--- src/rsc_pkg.sv ---
// Register map, field layout, states and timing of the radio state controller
package rsc_pkg;

	// ==========================================
	// Register offsets
	localparam logic [7:0] RSC_OFF_CMD   = 8'h00;
	localparam logic [7:0] RSC_OFF_CFG   = 8'h04;
	localparam logic [7:0] RSC_OFF_WAKE  = 8'h08;
	localparam logic [7:0] RSC_OFF_RXT   = 8'h0c;
	localparam logic [7:0] RSC_OFF_STAT  = 8'h10;
	localparam logic [7:0] RSC_OFF_DATA  = 8'h14;
	localparam logic [7:0] RSC_OFF_SBYTE = 8'h18;

	// ==========================================
	// Command bits
	localparam int RSC_CMD_RX  = 0;
	localparam int RSC_CMD_TX  = 1;
	localparam int RSC_CMD_IDL = 2;
	localparam int RSC_CMD_CAL = 3;
	localparam int RSC_CMD_WOR = 4;
	localparam int RSC_CMD_SYN = 5;

	// ==========================================
	// Configuration fields and reset values
	localparam int RSC_CFG_AUTOCAL = 0;
	localparam int RSC_CFG_AFT_RX  = 2;
	localparam int RSC_CFG_AFT_TX  = 4;
	localparam int RSC_CFG_CCA     = 6;
	localparam int RSC_CFG_QUAL    = 8;
	localparam int RSC_CFG_NOCAR   = 9;
	localparam int RSC_CFG_THR     = 10;
	localparam int RSC_CFG_EXP     = 14;
	localparam int RSC_CFG_PD      = 16;
	localparam int RSC_WAKE_E1     = 16;
	localparam logic [16:0] RSC_CFG_RST  = 17'h10000;
	localparam logic [31:0] RSC_WAKE_RST = 32'h0000_0000;
	localparam logic [15:0] RSC_RXT_RST  = 16'h0000;

	// Status flag positions, write one to clear
	localparam int RSC_ST_WK0 = 4;
	localparam int RSC_ST_WK1 = 5;
	localparam int RSC_ST_OVF = 6;
	localparam int RSC_ST_UDF = 7;

	// ==========================================
	// Setting codes
	localparam logic [1:0] RSC_CAL_LEAVE = 2'h1;
	localparam logic [1:0] RSC_CAL_RET   = 2'h2;
	localparam logic [1:0] RSC_CAL_RET4  = 2'h3;
	localparam logic [1:0] RSC_AFT_FSTX  = 2'h1;
	localparam logic [1:0] RSC_AFT_TX    = 2'h2;
	localparam logic [1:0] RSC_AFT_RX    = 2'h3;

	// ==========================================
	// Transition times in crystal periods
	localparam logic [14:0] RSC_T_IDLE_ACT = 15'h08fa;
	localparam logic [14:0] RSC_T_TX_RX    = 15'h0230;
	localparam logic [14:0] RSC_T_RX_TX    = 15'h00fa;
	localparam logic [14:0] RSC_T_ACT_IDLE = 15'h0002;
	localparam logic [14:0] RSC_T_MIN      = 15'h0001;
	localparam int          RSC_T_IDLE_CAL = 32'h0000_522d;
	localparam int          RSC_T_CAL      = 32'h0000_4933;

	// ==========================================
	// FIFOs
	localparam int         RSC_FIFO_N      = 64;
	localparam logic [6:0] RSC_FIFO_FULL   = 7'h40;
	localparam logic [6:0] RSC_THR_TX_BASE = 7'h3d;

	typedef enum logic [2:0] {
		RSC_SLEEP  = 3'b000,
		RSC_IDLE   = 3'b001,
		RSC_SETTLE = 3'b010,
		RSC_RX     = 3'b011,
		RSC_TX     = 3'b100,
		RSC_FSTX   = 3'b101
	} rsc_state_e;

	// Events and data from the radio datapath
	typedef struct packed {
		logic       rx_pkt_ok;
		logic       tx_pkt_done;
		logic       sync_found;
		logic       pq_above;
		logic       cs_valid;
		logic       carrier;
		logic       rssi_below;
		logic       pkt_active;
		logic       rx_byte_valid;
		logic [7:0] rx_byte;
		logic       tx_byte_req;
	} rsc_evt_s;

endpackage

--- src/rsc_radio_ctrl.sv ---
// Radio state controller with wake timer, RX termination timer, data FIFOs and APB registers
`timescale 1ns/100ps
`default_nettype none

// Behaviour
// - Receive strobe enters RX, transmit strobe enters TX; each entry passes through SETTLE.
// - Auto calibration on leaving IDLE, on auto return, or every fourth return.
// - RX holds until packet received or termination timer ends it.
// - After a packet, after-receive setting picks IDLE, synth-on, TX or RX.
// - TX holds until packet sent, then after-transmit setting picks destination.
// - Receive strobe during TX ends transmission and switches to RX.
// - TX or synth strobe in RX needs clear channel; else stay, no retry.
// - Idle strobe forces IDLE from every state.
// - Wake strobe in IDLE enters SLEEP, clears wake power-down, starts wake timer.
// - Wake timer gives event 0 then event 1; each sets its flag.
// - Event 0 period is mantissa times two to five times exponent.
// - Event 1 moves SLEEP to RX without a strobe.
// - RX timer expiry continues only on sync, or sync/preamble quality.
// - No-carrier option ends RX on first valid sample without carrier.
// - Timeout or no-carrier end goes IDLE, or SLEEP with wake timer on.
// - Fixed transition times: 2298, 21037, 560, 250 and 2 periods.
// - Strobed and return calibrations take 18739 crystal periods; calibration on leaving IDLE takes 21037.
// - Two 64-byte FIFOs; RX overflow and TX underflow detected.
// - Status byte shows RX fill on reads, TX fill on writes.
// - Four-bit code picks threshold; signal high at or above it.
module rsc_radio_ctrl
	import rsc_pkg::*;
#(
	parameter int T_IDLE_CAL = RSC_T_IDLE_CAL,
	parameter int T_CAL      = RSC_T_CAL
) (
	input  wire logic        pclk,
	input  wire logic        presetn,
	input  wire logic        psel,
	input  wire logic        penable,
	input  wire logic        pwrite,
	input  wire logic [7:0]  paddr,
	input  wire logic [31:0] pwdata,
	output logic [31:0]      prdata,
	output logic             pready,
	output logic             pslverr,
	input  wire rsc_evt_s    radio_ev,
	input  wire logic        aux_clk_pin,
	output var rsc_state_e   radio_state,
	output logic             calibrating,
	output logic             radio_ready_low,
	output logic             wake_wake_period_mantissa_flag,
	output logic             wake_second_event_timeout_flag,
	output logic             rx_fifo_threshold_code,
	output logic             tx_fifo_threshold_code,
	output logic [7:0]       tx_byte,
	output logic             tx_byte_valid
);

	localparam logic [14:0] T_IDLE_CAL_M1 = 15'(T_IDLE_CAL - 1);
	localparam logic [14:0] T_CAL_M1      = 15'(T_CAL - 1);

	// ==========================================
	// Decode functions
	function automatic rsc_state_e aft_dest(input logic [1:0] code);
		case (code)
			RSC_AFT_FSTX: aft_dest = RSC_FSTX;
			RSC_AFT_TX:   aft_dest = RSC_TX;
			RSC_AFT_RX:   aft_dest = RSC_RX;
			default:      aft_dest = RSC_IDLE;
		endcase
	endfunction

	function automatic logic [14:0] turn_delay(input rsc_state_e from, input rsc_state_e to);
		if (from == RSC_TX && to == RSC_RX) begin
			turn_delay = RSC_T_TX_RX;
		end else if (from == RSC_RX) begin
			turn_delay = RSC_T_RX_TX;
		end else begin
			turn_delay = RSC_T_MIN;
		end
	endfunction

	// ==========================================
	// Declarations
	rsc_state_e  state_r, state_nxt, tgt_r, tgt_nxt, dst;
	logic [14:0] tmr_r, tmr_nxt;
	logic        cal_r, cal_nxt, ret_auto, rx_start, lv;
	logic [1:0]  ret_cnt_r;
	logic [16:0] cfg_r;
	logic [31:0] wake_r;
	logic [15:0] rxt_cfg_r, rxt_cnt_r;
	logic        rxt_run_r, cs_seen_r;
	logic        aux_m_r, aux_s_r, aux_d_r;
	logic [31:0] wk_cnt_r;
	logic [7:0]  e1_cnt_r;
	logic        e1_run_r;
	logic        wk0_f_r, wk1_f_r, ovf_r, udf_r;
	logic        rdy_low_r, rx_thr_r, tx_thr_r;
	logic [7:0]  sbyte_r, tx_byte_r;
	logic        tx_vld_r;
	logic [31:0] prdata_r;
	logic        pready_r, pslverr_r;

	// ==========================================
	// APB decode
	wire setup    = psel & ~penable;
	wire acc      = psel & penable & pready_r;
	wire hit_cmd  = paddr == RSC_OFF_CMD;
	wire hit_cfg  = paddr == RSC_OFF_CFG;
	wire hit_wake = paddr == RSC_OFF_WAKE;
	wire hit_rxt  = paddr == RSC_OFF_RXT;
	wire hit_stat = paddr == RSC_OFF_STAT;
	wire hit_data = paddr == RSC_OFF_DATA;
	wire hit_sb   = paddr == RSC_OFF_SBYTE;
	wire addr_ok  = hit_cmd | hit_cfg | hit_wake | hit_rxt | hit_stat | hit_data | hit_sb;
	wire wr       = acc & pwrite & addr_ok;
	wire wr_cmd   = wr & hit_cmd;
	wire wr_stat  = wr & hit_stat;
	wire wr_data  = wr & hit_data;
	wire rd_pop   = acc & ~pwrite & hit_data;

	// Strobes; idle outranks every other strobe of the same write
	wire s_idle = wr_cmd & pwdata[RSC_CMD_IDL];
	wire s_wor  = wr_cmd & pwdata[RSC_CMD_WOR];
	wire s_cal  = wr_cmd & pwdata[RSC_CMD_CAL];
	wire s_rx   = wr_cmd & pwdata[RSC_CMD_RX];
	wire s_tx   = wr_cmd & pwdata[RSC_CMD_TX];
	wire s_syn  = wr_cmd & pwdata[RSC_CMD_SYN];

	// ==========================================
	// Settings
	wire [1:0] autocal   = cfg_r[RSC_CFG_AUTOCAL +: 2];
	wire [1:0] after_rx  = cfg_r[RSC_CFG_AFT_RX +: 2];
	wire [1:0] after_tx  = cfg_r[RSC_CFG_AFT_TX +: 2];
	wire [1:0] cca_rule  = cfg_r[RSC_CFG_CCA +: 2];
	wire [3:0] thr_code  = cfg_r[RSC_CFG_THR +: 4];
	wire [1:0] wk_exp    = cfg_r[RSC_CFG_EXP +: 2];
	wire       wor_on    = ~cfg_r[RSC_CFG_PD];
	wire       wor_go    = s_wor & ~s_idle & (state_r == RSC_IDLE);
	wire       lv_cal    = autocal == RSC_CAL_LEAVE;
	wire       ret_cal   = (autocal == RSC_CAL_RET) |
	                       ((autocal == RSC_CAL_RET4) & (ret_cnt_r == 2'h3));

	// Clear channel check: bit 0 needs RSSI below threshold, bit 1 no packet in progress
	wire cca_ok = (~cca_rule[0] | radio_ev.rssi_below) & (~cca_rule[1] | ~radio_ev.pkt_active);

	// ==========================================
	// RX termination
	wire stay_q  = radio_ev.sync_found | (cfg_r[RSC_CFG_QUAL] & radio_ev.pq_above);
	wire rxt_exp = rxt_run_r & (rxt_cnt_r == 16'h0001) & (state_r == RSC_RX);
	wire no_car  = cfg_r[RSC_CFG_NOCAR] & radio_ev.cs_valid & ~cs_seen_r & ~radio_ev.carrier;
	wire rx_term = (rxt_exp & ~stay_q) | no_car;

	// ==========================================
	// Wake timer decode
	wire [3:0]  wk_shift  = {wk_exp, 2'b00} + {2'b00, wk_exp};
	wire [31:0] wk_period = {16'h0000, wake_r[15:0]} << wk_shift;
	wire        aux_tick  = aux_s_r & ~aux_d_r;
	wire        wk_ev0    = aux_tick & wor_on & ~wor_go & (wk_cnt_r >= wk_period - 32'h1);
	wire        wk_ev1    = aux_tick & wor_on & ~wor_go & e1_run_r & (e1_cnt_r == 8'h00);

	// ==========================================
	// State machine
	always_comb begin
		state_nxt = state_r;
		tgt_nxt   = tgt_r;
		tmr_nxt   = (tmr_r != 15'h0) ? tmr_r - 15'h1 : tmr_r;
		cal_nxt   = cal_r;
		ret_auto  = 1'b0;
		rx_start  = 1'b0;
		lv        = 1'b0;
		dst       = RSC_IDLE;
		if (s_idle) begin
			state_nxt = RSC_IDLE;
			tmr_nxt   = 15'h0;
			cal_nxt   = 1'b0;
		end else begin
			case (state_r)
				RSC_SLEEP: begin
					if (wk_ev1) begin
						state_nxt = RSC_SETTLE;
						tgt_nxt   = RSC_RX;
						tmr_nxt   = RSC_T_IDLE_ACT - 15'h1;
					end
				end
				RSC_IDLE: begin
					if (wor_go) begin
						state_nxt = RSC_SLEEP;
					end else if (s_cal) begin
						state_nxt = RSC_SETTLE;
						tgt_nxt   = RSC_IDLE;
						tmr_nxt   = T_CAL_M1;
						cal_nxt   = 1'b1;
					end else if (s_rx | s_tx | s_syn) begin
						state_nxt = RSC_SETTLE;
						tgt_nxt   = s_rx ? RSC_RX : (s_tx ? RSC_TX : RSC_FSTX);
						tmr_nxt   = lv_cal ? T_IDLE_CAL_M1 : RSC_T_IDLE_ACT - 15'h1;
						cal_nxt   = lv_cal;
					end
				end
				RSC_SETTLE: begin
					if (tmr_r == 15'h0) begin
						state_nxt = tgt_r;
						cal_nxt   = 1'b0;
						rx_start  = tgt_r == RSC_RX;
					end
				end
				RSC_FSTX: begin
					lv  = s_rx | s_tx;
					dst = s_rx ? RSC_RX : RSC_TX;
				end
				RSC_RX: begin
					lv = 1'b1;
					if (radio_ev.rx_pkt_ok) begin
						dst = aft_dest(after_rx);
					end else if (rx_term) begin
						dst = wor_on ? RSC_SLEEP : RSC_IDLE;
					end else if ((s_tx | s_syn) & cca_ok) begin
						dst = s_tx ? RSC_TX : RSC_FSTX;
					end else begin
						lv = 1'b0;
					end
				end
				RSC_TX: begin
					lv = 1'b1;
					if (s_rx) begin
						dst = RSC_RX;
					end else if (radio_ev.tx_pkt_done) begin
						dst = aft_dest(after_tx);
					end else begin
						lv = 1'b0;
					end
				end
				default: begin
					state_nxt = RSC_IDLE;
				end
			endcase
			if (lv) begin
				if (dst == RSC_IDLE) begin
					ret_auto = 1'b1;
				end else if (dst == state_r) begin
					rx_start = dst == RSC_RX;
				end else if (dst == RSC_SLEEP) begin
					state_nxt = RSC_SLEEP;
				end else begin
					state_nxt = RSC_SETTLE;
					tgt_nxt   = dst;
					tmr_nxt   = turn_delay(state_r, dst) - 15'h1;
				end
			end
			if (ret_auto) begin
				state_nxt = RSC_SETTLE;
				tgt_nxt   = RSC_IDLE;
				tmr_nxt   = ret_cal ? T_CAL_M1 : RSC_T_ACT_IDLE - 15'h1;
				cal_nxt   = ret_cal;
			end
		end
	end

	always_ff @(posedge pclk or negedge presetn) begin
		if (!presetn) begin
			state_r   <= RSC_SLEEP;
			tgt_r     <= RSC_IDLE;
			tmr_r     <= 15'h0;
			cal_r     <= 1'b0;
			ret_cnt_r <= 2'h0;
			rdy_low_r <= 1'b1;
		end else begin
			state_r   <= state_nxt;
			tgt_r     <= tgt_nxt;
			tmr_r     <= tmr_nxt;
			cal_r     <= cal_nxt;
			ret_cnt_r <= ret_cnt_r + {1'b0, ret_auto};
			rdy_low_r <= state_nxt == RSC_SLEEP;
		end
	end

	// ==========================================
	// RX termination timer
	always_ff @(posedge pclk or negedge presetn) begin
		if (!presetn) begin
			rxt_cnt_r <= 16'h0;
			rxt_run_r <= 1'b0;
			cs_seen_r <= 1'b0;
		end else if (rx_start) begin
			rxt_cnt_r <= rxt_cfg_r;
			rxt_run_r <= rxt_cfg_r != 16'h0;
			cs_seen_r <= 1'b0;
		end else begin
			rxt_cnt_r <= (rxt_cnt_r != 16'h0) ? rxt_cnt_r - 16'h1 : rxt_cnt_r;
			rxt_run_r <= rxt_run_r & ~rxt_exp & (state_r == RSC_RX);
			cs_seen_r <= cs_seen_r | ((state_r == RSC_RX) & radio_ev.cs_valid);
		end
	end

	// ==========================================
	// Wake timer on the auxiliary clock pin
	always_ff @(posedge pclk or negedge presetn) begin
		if (!presetn) begin
			aux_m_r <= 1'b0;
			aux_s_r <= 1'b0;
			aux_d_r <= 1'b0;
		end else begin
			aux_m_r <= aux_clk_pin;
			aux_s_r <= aux_m_r;
			aux_d_r <= aux_s_r;
		end
	end

	always_ff @(posedge pclk or negedge presetn) begin
		if (!presetn) begin
			wk_cnt_r <= 32'h0;
			e1_cnt_r <= 8'h0;
			e1_run_r <= 1'b0;
		end else if (wor_go | ~wor_on) begin
			wk_cnt_r <= 32'h0;
			e1_run_r <= 1'b0;
		end else if (aux_tick) begin
			wk_cnt_r <= wk_ev0 ? 32'h0 : wk_cnt_r + 32'h1;
			if (wk_ev0) begin
				e1_cnt_r <= wake_r[RSC_WAKE_E1 +: 8];
				e1_run_r <= 1'b1;
			end else if (e1_run_r) begin
				e1_cnt_r <= e1_cnt_r - 8'h1;
				e1_run_r <= e1_cnt_r != 8'h00;
			end
		end
	end

	// ==========================================
	// FIFOs: index 0 receive, index 1 transmit
	wire [1:0] f_push, f_pop, f_ok;
	wire [7:0] f_din  [2];
	wire [7:0] f_head [2];
	wire [6:0] f_cnt  [2];

	assign f_push[0] = radio_ev.rx_byte_valid;
	assign f_din[0]  = radio_ev.rx_byte;
	assign f_pop[0]  = rd_pop;
	assign f_push[1] = wr_data;
	assign f_din[1]  = pwdata[7:0];
	assign f_pop[1]  = radio_ev.tx_byte_req;

	generate
		for (genvar i = 0; i < 2; i++) begin : g_fifo
			logic [7:0] mem_r [RSC_FIFO_N];
			logic [5:0] wp_r, rp_r;
			logic [6:0] cnt_r;
			wire        pop_ok  = f_pop[i] & (cnt_r != 7'h0);
			wire        push_ok = f_push[i] & ((cnt_r != RSC_FIFO_FULL) | pop_ok);

			always_ff @(posedge pclk) begin
				if (push_ok) begin
					mem_r[wp_r] <= f_din[i];
				end
			end

			always_ff @(posedge pclk or negedge presetn) begin
				if (!presetn) begin
					wp_r  <= 6'h0;
					rp_r  <= 6'h0;
					cnt_r <= 7'h0;
				end else begin
					wp_r  <= wp_r + {5'h0, push_ok};
					rp_r  <= rp_r + {5'h0, pop_ok};
					cnt_r <= cnt_r + {6'h0, push_ok} - {6'h0, pop_ok};
				end
			end

			assign f_ok[i]   = push_ok;
			assign f_head[i] = mem_r[rp_r];
			assign f_cnt[i]  = cnt_r;
		end
	endgenerate

	wire [6:0] rx_pt    = {{1'b0, thr_code} + 5'h01, 2'b00};
	wire [6:0] tx_pt    = RSC_THR_TX_BASE - {1'b0, thr_code, 2'b00};
	wire       ovf_set  = f_push[0] & ~f_ok[0];
	wire       udf_set  = f_pop[1] & (f_cnt[1] == 7'h0);

	// ==========================================
	// Registers
	always_ff @(posedge pclk or negedge presetn) begin
		if (!presetn) begin
			cfg_r     <= RSC_CFG_RST;
			wake_r    <= RSC_WAKE_RST;
			rxt_cfg_r <= RSC_RXT_RST;
			wk0_f_r   <= 1'b0;
			wk1_f_r   <= 1'b0;
			ovf_r     <= 1'b0;
			udf_r     <= 1'b0;
			sbyte_r   <= 8'h0;
			rx_thr_r  <= 1'b0;
			tx_thr_r  <= 1'b0;
			tx_byte_r <= 8'h0;
			tx_vld_r  <= 1'b0;
		end else begin
			if (wr & hit_cfg) begin
				cfg_r <= pwdata[16:0];
			end
			if (wor_go) begin
				cfg_r[RSC_CFG_PD] <= 1'b0;
			end
			if (wr & hit_wake) begin
				wake_r <= pwdata;
			end
			if (wr & hit_rxt) begin
				rxt_cfg_r <= pwdata[15:0];
			end
			wk0_f_r  <= (wk0_f_r & ~(wr_stat & pwdata[RSC_ST_WK0])) | wk_ev0;
			wk1_f_r  <= (wk1_f_r & ~(wr_stat & pwdata[RSC_ST_WK1])) | wk_ev1;
			ovf_r    <= (ovf_r & ~(wr_stat & pwdata[RSC_ST_OVF])) | ovf_set;
			udf_r    <= (udf_r & ~(wr_stat & pwdata[RSC_ST_UDF])) | udf_set;
			if (acc) begin
				sbyte_r <= {pwrite, pwrite ? f_cnt[1] : f_cnt[0]};
			end
			rx_thr_r  <= f_cnt[0] >= rx_pt;
			tx_thr_r  <= f_cnt[1] >= tx_pt;
			tx_vld_r  <= f_pop[1] & (f_cnt[1] != 7'h0);
			if (f_pop[1] & (f_cnt[1] != 7'h0)) begin
				tx_byte_r <= f_head[1];
			end
		end
	end

	// ==========================================
	// APB answer: one wait-free access phase, read data captured in setup
	wire [31:0] stat_word = {6'h0, rdy_low_r, tx_thr_r, rx_thr_r, f_cnt[1], 1'b0, f_cnt[0],
	                         udf_r, ovf_r, wk1_f_r, wk0_f_r, cal_r, state_r};
	wire [31:0] rd_mux = hit_cfg  ? {15'h0, cfg_r} :
	                     hit_wake ? wake_r :
	                     hit_rxt  ? {16'h0, rxt_cfg_r} :
	                     hit_stat ? stat_word :
	                     hit_data ? {24'h0, f_head[0]} :
	                     hit_sb   ? {24'h0, sbyte_r} : 32'h0;

	always_ff @(posedge pclk or negedge presetn) begin
		if (!presetn) begin
			prdata_r  <= 32'h0;
			pready_r  <= 1'b0;
			pslverr_r <= 1'b0;
		end else begin
			pready_r  <= setup;
			pslverr_r <= setup & ~addr_ok;
			if (setup & ~pwrite) begin
				prdata_r <= rd_mux;
			end
		end
	end

	// ==========================================
	// Outputs
	assign prdata           = prdata_r;
	assign pready           = pready_r;
	assign pslverr          = pslverr_r;
	assign radio_state      = state_r;
	assign calibrating      = cal_r;
	assign radio_ready_low  = rdy_low_r;
	assign wake_wake_period_mantissa_flag = wk0_f_r;
	assign wake_second_event_timeout_flag = wk1_f_r;
	assign rx_fifo_threshold_code      = rx_thr_r;
	assign tx_fifo_threshold_code      = tx_thr_r;
	assign tx_byte          = tx_byte_r;
	assign tx_byte_valid    = tx_vld_r;

endmodule

`default_nettype wire

--- config.mk ---
export PLATFORM = sky130hd
export DESIGN_NAME = rsc_radio_ctrl
export DESIGN_NICKNAME = d
export VERILOG_FILES = /design/src/rsc_pkg.sv /design/src/rsc_radio_ctrl.sv
export SDC_FILE = /design/constraint.sdc
export NUM_CORES = 2
export LEC_CHECK = 0
export BUFFER_PORTS_ARGS = -buffer_cell sky130_fd_sc_hd__buf_2
export CORE_AREA = 8 8 261 388
export CTS_CLUSTER_SIZE = 24
export DETAILED_ROUTE_END_ITERATION = 8
export DIE_AREA = 0 0 269 396
export PLACE_DENSITY = 0.76
export SYNTH_ARGS = -nofsm -noshare
export SYNTH_HDL_FRONTEND = slang
export SYNTH_SLANG_ARGS = --single-unit
--- constraint.sdc ---
create_clock -name pclk -period 4.9 [get_ports pclk]
set_clock_uncertainty 0.1 [all_clocks]
set_input_delay 0.49 -clock pclk [delete_from_list [all_inputs] [get_ports pclk]]
set_output_delay 0.49 -clock pclk [all_outputs]
set_load 0.005 [all_outputs]
=== After elaboration in Yosys (flattened, before gate mapping) ===
Memories as Yosys holds them, arrays and structs flattened. A register that Yosys moved wholly into a read port is not among the register bits.
Index checks and enable logic that the tools add are counted.

* Input bits: 64
* Memories: 2
* Output and inout port bits: 52
* Word-level logic and storage cells: 318
* Bits in latches: 0
* Bits in writable memories: 1024
* Register bits: 239
* Memory bits (read-only): 0

{| class="wikitable"
|+ Memories
! memory !! words !! bits a word !! rd ports !! clocked after memory_dff !! wr ports !! line !! text
|-
| g_fifo[0].mem_r || 64 || 8 || 1 || 0 || 1 || rsc_radio_ctrl.sv:342 || <nowiki>logic [7:0] mem_r [RSC_FIFO_N];</nowiki>
|-
| g_fifo[1].mem_r || 64 || 8 || 1 || 1 || 1 || rsc_radio_ctrl.sv:342 ||
|}

* Shifts and indexed selects: 1
* Order comparisons: 3
* Reduce and logical (&&, ||, !) cells: 23
* Multiplexer cells: 106
* Divide/modulo/power cells: 0
* Add/subtract/negate cells: 18
* Bitwise logic cells: 98
* Eq/ne operators: 31
* Multiply operators: 0

{| class="wikitable"
|+ Operator list
! cell !! number
|-
| $mux 15 || 18
|-
| $mux 32 || 5
|-
| $mux 3 || 27
|-
| $and 1x1->1 || 56
|-
| $mux 26 || 2
|-
| $mux 8 || 5
|-
| $mux 1 || 35
|-
| $add 32x1->32 const B || 1
|-
| $ge 32x32->1 || 1
|-
| $mux 16 || 2
|-
| $reduce_bool 16->1 || 2
|-
| $shl 16x4->32 || 1
|-
| $sub 32x1->32 const B || 1
|-
| $pmux 15 s2 || 1
|-
| $sub 15x1->15 const B || 2
|-
| $pmux 3 s3 || 3
|-
| $add 6x1->6 || 4
|-
| $eq 8x5->1 const B || 3
|-
| $or 1x1->1 || 22
|-
| $not 1->1 || 20
|-
| $mux 17 || 1
|-
| $eq 16x1->1 const B || 1
|-
| $eq 8x4->1 const B || 2
|-
| $logic_not 8->1 || 2
|-
| other kinds (40) || 63
|}

=== Longest topological paths before layout ===
* Depth in word-level cells: 32
* Gate-level depth with buffers: 20

=== Worst setup path after synthesis ===
OpenSTA, ideal clock, no wires.

* Path kind: register to register
* Start: register cfg_r[14]
* End: register e1_cnt_r[0]
* Required time: 4.675 ns
* Setup slack: -0.078 ns
* Stages on the path, launching flop included: 19
* Clock period less this slack: 4.978 ns
* Setup time: 0.125 ns
* Data arrival time: 4.753 ns
* Path through: dfrtp_1 buf_2 buf_1 mux2i_1 a2bb2oi_1 nand2_1 nor4b_1 and3_1 and2_1 clkbuf_1 a21o_1 o211ai_1 ha_1 and3_1 and3_1 nand4_1 o21a_1 nor3_1 mux2_2

* Cells in the longest elaborated chain, start to end: 7
* Elaborated cells on any way between the ends: 8
* Those cells by class: add/sub: 2; order compare: 1; shift: 1; mux: 1; bitwise: 1; reduce/logical: 2

{| class="wikitable"
|+ Ends and longest elaborated chain
! item !! line !! text
|-
| from (decl) || rsc_radio_ctrl.sv:85 || <nowiki>logic [16:0] cfg_r;</nowiki>
|-
| from (signal assigned) || rsc_radio_ctrl.sv:395 || <nowiki>cfg_r <= pwdata[16:0];</nowiki>
|-
| $add 4x2->4 * || rsc_radio_ctrl.sv:152 || <nowiki>wire [3:0] wk_shift = {wk_exp, 2'b00} + {2'b00, wk_exp};</nowiki>
|-
| $shl 16x4->32 * || rsc_radio_ctrl.sv:153 || <nowiki>wire [31:0] wk_period = {16'h0000, wake_r[15:0]} << wk_shift;</nowiki>
|-
| $sub 32x1->32 * || rsc_radio_ctrl.sv:155 || <nowiki>wire wk_ev0 = aux_tick & wor_on & ~wor_go & (wk_cnt_r >= wk_period - 32'h1);</nowiki>
|-
| $ge 32x32->1 * || rsc_radio_ctrl.sv:155 ||
|-
| $and 1x1->1 * || rsc_radio_ctrl.sv:155 ||
|-
| $reduce_bool 2->1 (no line) || - ||
|-
| $reduce_and 3->1 (no line) || - ||
|-
| to (signal assigned) || rsc_radio_ctrl.sv:317 || <nowiki>e1_cnt_r <= wake_r[RSC_WAKE_E1 +: 8];</nowiki>
|-
| to (signal assigned) || rsc_radio_ctrl.sv:320 || <nowiki>e1_cnt_r <= e1_cnt_r - 8'h1;</nowiki>
|-
| to (decl) || rsc_radio_ctrl.sv:91 || <nowiki>logic [7:0] e1_cnt_r;</nowiki>
|}

Every way passes the cells marked *; elsewhere a longest branch is shown, timed or not.
A chain may end at the register's enable or synchronous reset.

=== Final worst setup path ===
* Start: register cfg_r[14]
* End: register wk_cnt_r[16]

* Cells in the longest elaborated chain, start to end: 8

{| class="wikitable"
|+ Ends and longest elaborated chain
! item !! line !! text
|-
| $add 4x2->4 || rsc_radio_ctrl.sv:152 ||
|-
| $shl 16x4->32 || rsc_radio_ctrl.sv:153 ||
|-
| $sub 32x1->32 || rsc_radio_ctrl.sv:155 ||
|-
| $ge 32x32->1 || rsc_radio_ctrl.sv:155 ||
|-
| $and 1x1->1 || rsc_radio_ctrl.sv:155 ||
|-
| $mux 32 || rsc_radio_ctrl.sv:315 || <nowiki>wk_cnt_r <= wk_ev0 ? 32'h0 : wk_cnt_r + 32'h1;</nowiki>
|-
| $mux 32 || rsc_radio_ctrl.sv:314 || <nowiki>end else if (aux_tick) begin</nowiki>
|-
| $mux 32 || rsc_radio_ctrl.sv:311 || <nowiki>end else if (wor_go | ~wor_on) begin</nowiki>
|-
| to (signal assigned) || rsc_radio_ctrl.sv:315 ||
|-
| to (decl) || rsc_radio_ctrl.sv:90 || <nowiki>logic [31:0] wk_cnt_r;</nowiki>
|}

No other way between the ends. The select of a mux whose other input is x is not followed.

==> results.yml <==
outcome:
  status: "finished clean"
worst_setup_path:
  start_kind: "flop"
  critPathBufInv: 3
  slowest_stage: "dfrtp_2"
  endpoint_kind: "flop"
  crit_arrival_ps: 5270
  path_common_cell: "buf_4"
  critPathMaxStageDelay_ps: 420
  critPathRequiredTime_ps: 5430
  path_max_fanout: 6
  crit_family: "simple AND/OR/NAND/NOR gates"
  cp_cell_sequence: "buf_4 > mux2i_2 > o2bb2ai_1 > nor4_2 > nor2b_2 > nand4_1 > or2_2 > o311a_1 > a31oi_1 > ha_1 > and4_1 > and3_1 > a21oi_1 > o211ai_1 > buf_4 > clkbuf_16 > or3_1 > nand3_1"
  crit_type: "reg -> reg"
floorplanning:
  num_rows: 139
  io_pins: 116
  core_um2: 95500
  die_w_um: 269
  die_area_um2: 107000
  initial_core_util: 0.566
  die_h_um: 396
pwr:
  p_leak_uw: 0.0214
  pwr_density_cell_nw_per_um2: 454
  peakVddDrop_mv: 0.375
  finalPower_uw: 27800
timing:
  setup_ws_ps: 165
  worst_pin_slew_ps: 1330
  fmaxAchievable_mhz: 211
  fin_hold_ws_ps: 40.6
  setup_violations: 0
  period_needed_ps: 4730
  finalCritPeriodShare: 0.966
  maxSlewHeadroom: 0.110
  hold_viol: 0
  drv_slew: 0
logic_synthesis:
  yosysWarnings: 0
  ys.flop_type: "edfxtp_1"
  synth_seq_cells: 1271
  synth_enable_flop_cells: 1024
  synth_top_area_share: 0.569
  synthCells: 3147
  synthArstFlopShare: 0.194
  syn-num-nets: 3292
  synth_area_leaders: "edfxtp_1 (57%), mux4_2 (14%), dfrtp_1 (11%)"
  synth_area_leader_cell: "edfxtp_1"
  yosysSeqAreaShare: 0.684
  syn-cell-area_um2: 54000
  synth.avg_cell_area_um2: 17.2
  yosysUniqueCellTypes: 83
cts:
  clock_latency_ps: 730
  cts_buffers: 111
  clk_pin_slew_ps: 60
  cts_max_path_buffers: 3
  root_buffer: "clkbuf_16"
  cts.sinks: 1271
  ctsHtreeMaxLevel: 3
  cts_tree: "done"
min_path:
  hold_class: "in -> reg"
grt:
  antenna_found_initial: 10
  gr-max-usage-layer: "met2"
  grt_overflow: 0
  grt_pass1_vias: 31940
  met1_usage: 0.299
  met3_usage: 0.0432
  grt_use_total: 0.254
  grt_pass1_wl_mm: 202
  grtUsageMet2: 0.454
  grt_max_degree: 119
place:
  post-place-ws_ps: -79.2
  gp_congestion: 0.896
  numPortBuffers: 115
  place_hpwl_mm: 90.0
route:
  drt_first_pass_iters: 7
  via_count: 30574
  ant_nets: 0
  avgViaCountPerCell: 6.41
  wirelength_mm: 135
  drt_iter0_drc: 3490
  drc: 0
  wl_per_cell_um: 28.3
run:
  cap_violations: 0
layout:
  syn2layout_area_growth_pct: 13.2
  final.fill_count: 6330
  finalNetCount: 3541
  drive_gt1_frac: 0.256
==> placed cells by master (no fill, tap or decap), drive strengths merged, types with 17 or more instances in the layout <==
cell type    count
nor2           239
o21ai           90
mux2            86
and3            21
nor3            52
mux4           328
dfrtp          244
inv             65
mux2i           52
nor2b           18
nand2          157
dlygate4sd3     31
or3             21
nor4            24
nand4           17
a21oi           80
xnor2           47
xor2            30
bufinv          17
a21o            27
edfxtp        1024
clkbuf         137
ha              79
nand3           63
clkinv          45
buf            258
==> cells in the mapped netlist (all sizes together) (9+ instances only) <==
master,instances
a21o,27
a21oi,80
a221o,9
a221oi,10
a22o,10
a31oi,9
and2,12
and3,21
buf,51
clkbuf,104
dfrtp,244
edfxtp,1024
ha,79
inv,62
mux2,86
mux2i,52
mux4,328
nand2,157
nand2b,16
nand3,63
nand3b,9
nand4,17
nor2,239
nor2b,18
nor3,51
nor4,24
o21ai,90
o22ai,12
o31a,12
o32a,9
or2,9
or3,21
xnor2,47
xor2,30
==> report_power, final <==
| part | internal, uW | switching [uW] |
|---|---|---|
| registers | 12200 | 781 |
| logic | 2630 | 2870 |
| clock network | 5280 | 3980 |
==> stage by stage <==
stage | cells | TNS [ps] | util | cell area (um2)
final | 4769 | 0 | 0.640 | 61100
after floorplan | 3147 | 0 | - | 54000
after global routing | 4762 | -285 | 0.640 | 61100
after CTS | 4753 | 0 | 0.639 | 61000
after detailed placement | 4513 | -575 | 0.595 | 56800
after global placement | 4513 | 0 | 0.595 | 56800
==> sequential cells by signal, summed over array words and instances (netlist names), 2 cells and up <==
register      cells
tmr_r            15
g_fifo.wp_r      12
e1_cnt_r          8
g_fifo.cnt_r     14
g_fifo.rp_r      12
wk_cnt_r         32
g_fifo.mem_r   1024
rxt_cnt_r        16
radio_state       3
rxt_cfg_r        16
cfg_r            17
wake_r           32
ret_cnt_r         2
tgt_r             3
sbyte_r           8
prdata           32
tx_byte           8
==> final cells by class <==
class                      count  area (um2)  share of cell area
clock buffer                 136        3010              0.0492
sequential                  1271       37000               0.604
clock inverter                73         882              0.0144
antenna                        8        20.0            0.000327
multi-input combinational   1659       16300               0.267
tap                         1269        1590              0.0260
timing repair buffer         290        2130              0.0349
inverter                      63         236             0.00387
==> metal layers <==
metal / vias up / wire length, um
li1: 12968 / -
met1: 15750 / 46300
met2: 1488 / 72000
met3: 362 / 9680
met4: 6 / 6800
met5: - / 43
==> worst paths after layout <==
path	from	endpoint	slack (ps)	cells past startpoint
max	cfg_r[14]	wk_cnt_r[16]	170	18
min	penable	pready	40	3
max reg2reg	cfg_r[14]	wk_cnt_r[16]	170	18
min reg2reg	aux_m_r	aux_s_r	250	0
max in group asynchronous	presetn	g_fifo[1].rp_r[1]	3180	3
min in group asynchronous	presetn	prdata[28]	290	2
==> logic make-up after synthesis <==
group                    Yosys count  synth area share
adder cells (fa/ha/maj)           81            0.0190
AO/OA/AOI/OAI                    336            0.0418
multiplexers                     466             0.164
buffers and inverters            218            0.0155
XOR/XNOR                          77            0.0125
AND/OR/NAND/NOR                  698            0.0627
flip-flops                      1271             0.684
==> worst register-to-register path: cells and delay by family (launching register included) <==
kind	cells	cell delay, ps
mux	1	230
simple gates	8	2040
compound gates	5	1020
buf+inv	3	600
flops	1	420
fa+ha+maj	1	270
==> timing repair <==
item	in CTS	in global routing
setup endpoints to repair	8	42
endpoints found under the hold margin	126	0
pin swaps	0	3
resized for setup	1	13
buffers inserted	0	4
gates cloned	0	4
hold buffers	31	0
No activity file was read; power rests on OpenSTA's default activity.
